### src/rtl/rts_pkg.sv
package rts_pkg;
  // number of test-point pins
  localparam int TP_WIDTH = 8;
  // reset values of the pin and selection state
  localparam logic [7:0] TP_OE_N_RST = 8'hff;
  localparam logic [7:0] TP_OUT_RST = 8'h00;
  localparam logic [7:0] TEST_SEL_RST = 8'h00;
  // clock rate and the strap sampling delay after reset release
  localparam int CLK_MHZ = 100;
  localparam int SAMPLE_DELAY_NS = 1500;
  // delay is approximate, so whole cycles rounded down
  localparam int SAMPLE_CYCLES_INT = (SAMPLE_DELAY_NS * CLK_MHZ) / 1000;
  localparam int CNT_WIDTH = 8;
  localparam logic [CNT_WIDTH-1:0] SAMPLE_CYCLES =
    SAMPLE_CYCLES_INT[CNT_WIDTH-1:0];
  localparam logic [CNT_WIDTH-1:0] CNT_ZERO = 8'h00;
  localparam logic [CNT_WIDTH-1:0] CNT_ONE = 8'h01;
  // sequencer states
  typedef enum logic [1:0] {
    RTS_HELD,
    RTS_WAIT,
    RTS_DRIVE
  } rts_state_t;
endpackage

### src/rtl/rts_seq_if.sv
`timescale 1ns/1ps
// carries the sample-delay request between sequencer and timer
interface rts_seq_if;
  import rts_pkg::*;
  logic start;
  logic abort;
  logic done;
  logic busy;
  modport ctrl (output start, output abort, input done, input busy);
  modport timer (input start, input abort, output done, output busy);
endinterface

### src/rtl/rts_sample_timer.sv
`timescale 1ns/1ps
module rts_sample_timer
  import rts_pkg::*;
(
  input wire logic clk,
  input wire logic rst_n,
  rts_seq_if.timer seq
);
  logic [CNT_WIDTH-1:0] cnt;
  logic [CNT_WIDTH-1:0] next_cnt;
  logic run;
  logic next_run;

  ////////////////////////////////////////////////////////////////////////
  // down counter: done fires exactly SAMPLE_CYCLES after start
  always_comb begin
    next_cnt = cnt;
    next_run = run;
    if (seq.abort) begin
      // a reset assertion mid-count kills the pending sample
      next_run = 1'b0;
      next_cnt = CNT_ZERO;
    end else if (seq.start) begin
      next_run = 1'b1;
      next_cnt = SAMPLE_CYCLES - CNT_ONE;
    end else if (run) begin
      if (cnt == CNT_ZERO) begin
        next_run = 1'b0;
      end else begin
        next_cnt = cnt - CNT_ONE;
      end
    end
  end

  always_ff @(posedge clk) begin
    if (!rst_n) begin
      cnt <= CNT_ZERO;
      run <= 1'b0;
    end else begin
      cnt <= next_cnt;
      run <= next_run;
    end
  end

  assign seq.done = run && (cnt == CNT_ZERO) && !seq.abort;
  assign seq.busy = run;
endmodule // rts_sample_timer

### src/rtl/rts_top.sv
`timescale 1ns/1ps
module rts_top
  import rts_pkg::*;
(
  input wire logic REF_CLK,
  input wire logic NRST,
  input wire logic POWER_ON_RESET_N,
  input wire logic SCAN_PORT_RESET_N,
  input wire logic [TP_WIDTH-1:0] TEST_POINT_PIN_I,
  output logic [TP_WIDTH-1:0] TEST_POINT_PIN_O,
  output logic [TP_WIDTH-1:0] TEST_POINT_PIN_OE_N,
  output logic [TP_WIDTH-1:0] TEST_POINT_PULLDOWN_EN,
  input wire logic [TP_WIDTH-1:0] TEST_OUT_DATA,
  output logic [TP_WIDTH-1:0] TEST_MODE_SEL,
  output logic TEST_MODE_VALID,
  output logic SELF_CONFIG_START,
  output logic SELF_CONFIG_ACTIVE,
  output logic SCAN_RESET_FAULT
);
  rts_seq_if seq ();

  rts_state_t state;
  rts_state_t next_state;
  logic por_q;
  logic por_rise;
  logic [TP_WIDTH-1:0] next_pin_o;
  logic [TP_WIDTH-1:0] next_oe_n;
  logic [TP_WIDTH-1:0] next_sel;
  logic next_valid;
  logic next_start;
  logic next_active;
  logic next_scan_fault;

  ////////////////////////////////////////////////////////////////////////
  // edge detect on the reset pin; pin taken as synchronous to REF_CLK
  assign por_rise = POWER_ON_RESET_N && !por_q;
  assign seq.start = por_rise && (state == RTS_HELD);
  assign seq.abort = !POWER_ON_RESET_N;

  rts_sample_timer u_timer (
    .clk(REF_CLK),
    .rst_n(NRST),
    .seq(seq)
  );

  // pulldowns stay enabled always, so a floating pin reads as normal mode
  assign TEST_POINT_PULLDOWN_EN = {TP_WIDTH{1'b1}};

  ////////////////////////////////////////////////////////////////////////
  // sequencer: held in reset, wait for sample point, then drive pins
  always_comb begin
    next_state = state;
    case (state)
      RTS_HELD: begin
        if (seq.start) begin
          next_state = RTS_WAIT;
        end
      end
      RTS_WAIT: begin
        if (!POWER_ON_RESET_N) begin
          next_state = RTS_HELD;
        end else if (seq.done) begin
          next_state = RTS_DRIVE;
        end
      end
      RTS_DRIVE: begin
        if (!POWER_ON_RESET_N) begin
          next_state = RTS_HELD;
        end
      end
      default: begin
        next_state = RTS_HELD;
      end
    endcase
  end

  ////////////////////////////////////////////////////////////////////////
  // output and strap values
  always_comb begin
    next_pin_o = TEST_POINT_PIN_O;
    next_oe_n = TEST_POINT_PIN_OE_N;
    next_sel = TEST_MODE_SEL;
    next_valid = TEST_MODE_VALID;
    next_start = 1'b0;
    next_active = SELF_CONFIG_ACTIVE;
    if (!POWER_ON_RESET_N) begin
      // everything inactive and pins floating while reset is held
      next_pin_o = TP_OUT_RST;
      next_oe_n = TP_OE_N_RST;
      next_sel = TEST_SEL_RST;
      next_valid = 1'b0;
      next_active = 1'b0;
    end else begin
      if (seq.start) begin
        next_start = 1'b1;
        next_active = 1'b1;
      end
      if (seq.done) begin
        // pins still floating here, so the straps are what we read
        next_sel = TEST_POINT_PIN_I;
        next_valid = 1'b1;
        next_oe_n = {TP_WIDTH{1'b0}};
        next_pin_o = TEST_OUT_DATA;
      end else if (state == RTS_DRIVE) begin
        next_pin_o = TEST_OUT_DATA;
      end
    end
  end

  // a high scan-port reset can upset startup; only flag it
  assign next_scan_fault = SCAN_PORT_RESET_N && POWER_ON_RESET_N;

  always_ff @(posedge REF_CLK) begin
    if (!NRST) begin
      state <= RTS_HELD;
      por_q <= 1'b0;
      TEST_POINT_PIN_O <= TP_OUT_RST;
      TEST_POINT_PIN_OE_N <= TP_OE_N_RST;
      TEST_MODE_SEL <= TEST_SEL_RST;
      TEST_MODE_VALID <= 1'b0;
      SELF_CONFIG_START <= 1'b0;
      SELF_CONFIG_ACTIVE <= 1'b0;
      SCAN_RESET_FAULT <= 1'b0;
    end else begin
      state <= next_state;
      por_q <= POWER_ON_RESET_N;
      TEST_POINT_PIN_O <= next_pin_o;
      TEST_POINT_PIN_OE_N <= next_oe_n;
      TEST_MODE_SEL <= next_sel;
      TEST_MODE_VALID <= next_valid;
      SELF_CONFIG_START <= next_start;
      SELF_CONFIG_ACTIVE <= next_active;
      SCAN_RESET_FAULT <= next_scan_fault;
    end
  end

  ////////////////////////////////////////////////////////////////////////
  // checker helper: edges since the taken release edge, cleared while
  // reset is low; saturates so a long run never wraps onto the sample point
  logic [CNT_WIDTH-1:0] rel_cnt;
  logic [CNT_WIDTH-1:0] next_rel_cnt;

  always_comb begin
    next_rel_cnt = rel_cnt;
    if (!POWER_ON_RESET_N) begin
      next_rel_cnt = CNT_ZERO;
    end else if (seq.start) begin
      next_rel_cnt = CNT_ONE;
    end else if (rel_cnt != CNT_ZERO && rel_cnt != ~CNT_ZERO) begin
      next_rel_cnt = rel_cnt + CNT_ONE;
    end
  end

  // counter instead of a long repetition keeps the property cheap
  always_ff @(posedge REF_CLK) begin
    if (!NRST) begin
      rel_cnt <= CNT_ZERO;
    end else begin
      rel_cnt <= next_rel_cnt;
    end
  end
endmodule // rts_top

### config.mk
export PLATFORM = sky130hd
export DESIGN_NAME = rts_top
export DESIGN_NICKNAME = d
export VERILOG_FILES = /design/src/rtl/rts_pkg.sv /design/src/rtl/rts_seq_if.sv /design/src/rtl/rts_sample_timer.sv /design/src/rtl/rts_top.sv
export SDC_FILE = /design/constraint.sdc
export NUM_CORES = 1
export LEC_CHECK = 0
export ABC_AREA = 1
export ABC_CLOCK_PERIOD_IN_PS = 2700
export BUFFER_PORTS_ARGS = -buffer_cell sky130_fd_sc_hd__buf_2
export CAP_MARGIN = 0
export CORE_ASPECT_RATIO = 2
export CORE_MARGIN = 5
export CORE_UTILIZATION = 41
export DETAILED_ROUTE_END_ITERATION = 6
export GPL_TIMING_DRIVEN = 0
export PLACE_DENSITY = 0.79
export SLEW_MARGIN = 20
export SYNTH_ARGS = -nofsm -noshare
export SYNTH_HDL_FRONTEND = slang
export SYNTH_SLANG_ARGS = --single-unit
### constraint.sdc
create_clock -name REF_CLK -period 2.7 [get_ports REF_CLK]
set_input_delay 0.135 -clock REF_CLK [delete_from_list [all_inputs] [get_ports REF_CLK]]
set_output_delay 0.135 -clock REF_CLK [all_outputs]
set_load 0.005 [all_outputs]
==> impl_metrics.yaml <==
clocking:
  cts_tree: "done"
  numCtsBuffers: 5
  cts.repair.resized: 0
  post-cts-setup-buffer-count: 0
  clk_path_buf_depth: 2
  cts-hold-fix-buffers: 0
  htreeDepth: 2
  clk_pin_slew_ns: 0.07
  clockRootBuffer: "clkbuf_8"
  clock_latency_ns: 0.28
  cts.sinks: 33
worst_hold_path:
  hp-class: "input port to register"
  holdPathStages: 3
  hold_path_startpoint: "SCAN_PORT_RESET_N"
  hold_path_end: "SCAN_RESET_FAULT"
die:
  ios: 56
  die_x_um: 52.6
  die-area_um2: 5020
  std_cell_rows: 31
  start_util_pct: 41.8
  fp.dieH_um: 95.3
  placeableCoreArea_um2: 3570
yosys:
  yosysSeqAreaShare_pct: 44.3
  synth-seq-cells: 33
  synth_top_area_share_pct: 44.3
  yosysWarnings: 0
  ys_types: 26
  synth_area_leaders: "dfxtp_1 44%, nor2_1 13%, buf_4 8.1%"
  yosys.area.top_type: "dfxtp_1"
  synth_area_um2: 1490
  avgSynthCellArea_um2: 7.46
  synth_cells: 200
cells_and_area:
  final_core_util_pct: 53.3
  area_growth_pct: 27.4
  drive_above_1_share_pct: 30.7
  layout.nets: 283
  final_cell_mix: "50 x nor2_1, 48 x buf_2, 33 x dfxtp_1, 22 x inv_1, 21 x nand2_1"
  final_common_cell: "nor2_1"
  antenna_cells: 0
  design_area_um2: 1900
setup_path:
  worstSetupPathType: "register to register"
  arrival_ns: 1.82
  critPathRequiredTime_ns: 2.87
  startpoint_type: "register"
  timing.rr.end: "TEST_POINT_PIN_O[6]"
  cp_max_fo: 9
  reg2reg_slack_ns: 1.05
  critPathCaptureType: "register"
  worstReg2RegStart: "u_timer.cnt[0]"
  rr_worst_depth: 9
run:
  maxCapViolations: 0
placement:
  numPortBuffers: 47
  postPlaceCellArea_um2: 1810
  place.detailed.hpwl_um: 2650
  pre_cts_ws_ns: 1.06
  place_congestion: 0.819
detailed_routing:
  drtAntennaViolNets: 0
  dr.pass1.iters: 4
  finalWirelength_um: 3400
  detail_route.wl_per_cell_um: 11.0
  via_per_inst: 4.47
  via_count: 1386
  dr.first_iter.drc_count: 16
  remaining_drc_errors: 0
pwr:
  leakage_nw: 0.964
  cellPowerDensity_nw_per_um2: 533
  irDropWorstVdd_uv: 533
global_routing:
  grt_pass1_wl_um: 5620
  grt_use_total_pct: 15.1
  grt_pass1_vias: 1290
  grt-ovfl-total: 0
  grt_max_degree: 11
  antenna_found_initial: 0
sta:
  setup_tns_ns: 0
  min_period_ns: 1.65
  drv_slew: 0
  clock-skew-final_ns: 0.00629
  hold_viol_final: 0
  clock.fmax_mhz: 607
  post-route-period-util_pct: 61.0
  timing.final.setup_violations: 0
  rsz0062_at_grt: "false"
  layout_setup_ws_ns: 1.05
outcome:
  status: "finished clean"
[metal layers]
metal / part of all wire (%) / wire (um) / up-vias / GRT usage, %
met2: 56 / 1920 / 40 / 28.1
met1: 35 / 1210 / 612 / 15.1
met5: 0 / 0 / - / 0
li1: - / - / 724 / -
met3: 5.0 / 171 / 10 / 2.97
met4: 3.0 / 102 / 0 / 7.68
[cells by family (layout without fill, tap and decap cells)]
logic type	count (synthesis)	count (layout)	synth area share (%)
AND/OR/NAND/NOR	93	93	28.8
buffers and inverters	42	96	14.8
flip-flops	33	33	44.3
AO/OA/AOI/OAI	28	28	9.56
adder cells (fa/ha/maj)	2	2	1.68
other	1	8	0.251
XOR/XNOR	1	1	0.587
[per-stage QoR]
| stage | hold slack [ns] | cells | power [mW] |
|---|---|---|---|
| 2_1_floorplan | 0.247 | 207 | 0.607 |
| 3_3_place_gp | 0.351 | 303 | 0.644 |
| 3_5_place_dp | 0.361 | 303 | 0.648 |
| 4_1_cts | 0.0614 | 310 | 1.02 |
| 5_1_grt | 0.0761 | 310 | 1.06 |
| 6_report | 0.0610 | 310 | 1.01 |
[area by class of cell]
type	count	area, um2
multi-input combinational	132	636
sequential	33	661
inverter	24	92.6
tap	49	61.3
buffer	18	129
timing repair buffer	47	235
clock buffer	7	86.3
fill	368	1670
[state kept, by name, summed over array words and instances, names as in the netlist]
signal               count
por_q                    1
u_timer.cnt              8
SCAN_RESET_FAULT         1
state                    2
SELF_CONFIG_ACTIVE       1
u_timer.seq.busy         1
SELF_CONFIG_START        1
TEST_POINT_PIN_OE_N      1
TEST_MODE_SEL            8
TEST_MODE_VALID          1
TEST_POINT_PIN_O         8
[critical path, cell delays in order, from the launching register on]
cell and delay (ns):
dfxtp_1 0.31, inv_1 0.12, ha_1 0.18, nand3_1 0.15, nor2_4 0.22, nand3_4 0.17
nand2_4 0.16, inv_4 0.07, nor2_1 0.10, nor2_1 0.05
[cell usage after synthesis]
| library cell | n |
|---|---|
| nor3_4 | 1 |
| nand2_4 | 1 |
| inv_4 | 1 |
| nor3_1 | 2 |
| ha_1 | 2 |
| buf_4 | 16 |
| nor2_2 | 2 |
| a21oi_1 | 5 |
| o21bai_1 | 1 |
| nand4_1 | 3 |
| xor2_1 | 1 |
| conb_1 | 1 |
| clkbuf_1 | 1 |
| inv_1 | 22 |
| nand3_1 | 8 |
| nor2_4 | 2 |
| nand3_4 | 1 |
| buf_2 | 1 |
| dfxtp_1 | 33 |
| nor3b_1 | 1 |
| o21ai_1 | 4 |
| nand2_2 | 1 |
| o21ai_0 | 18 |
| nand2_1 | 21 |
| nor2_1 | 50 |
| inv_2 | 1 |
[how the worst max path moves through the flow]
stage | start | endpoint | slack (ns) | cells after the start
floorplan | u_timer.cnt[0] | TEST_POINT_PIN_O[1] | 1.30 | 9
global placement | u_timer.cnt[0] | TEST_POINT_PIN_O[6] | 1.11 | 9
detailed placement | u_timer.cnt[0] | TEST_POINT_PIN_O[6] | 1.06 | 9
CTS | u_timer.cnt[0] | TEST_POINT_PIN_O[6] | 1.03 | 9
global route | u_timer.cnt[0] | TEST_POINT_PIN_O[7] | 0.85 | 9
finish | u_timer.cnt[0] | TEST_POINT_PIN_O[6] | 1.05 | 9
[where the power goes]
group / total, mW / leakage [nW] / internal [mW] / switching (mW)
logic: 0.130 / 0.652 / 0.0535 / 0.0763
clock network: 0.376 / 0.0443 / 0.202 / 0.173
registers: 0.508 / 0.268 / 0.500 / 0.00791
total: 1.01 / 0.964 / 0.756 / 0.258
No activity file was read; power rests on OpenSTA's default activity.
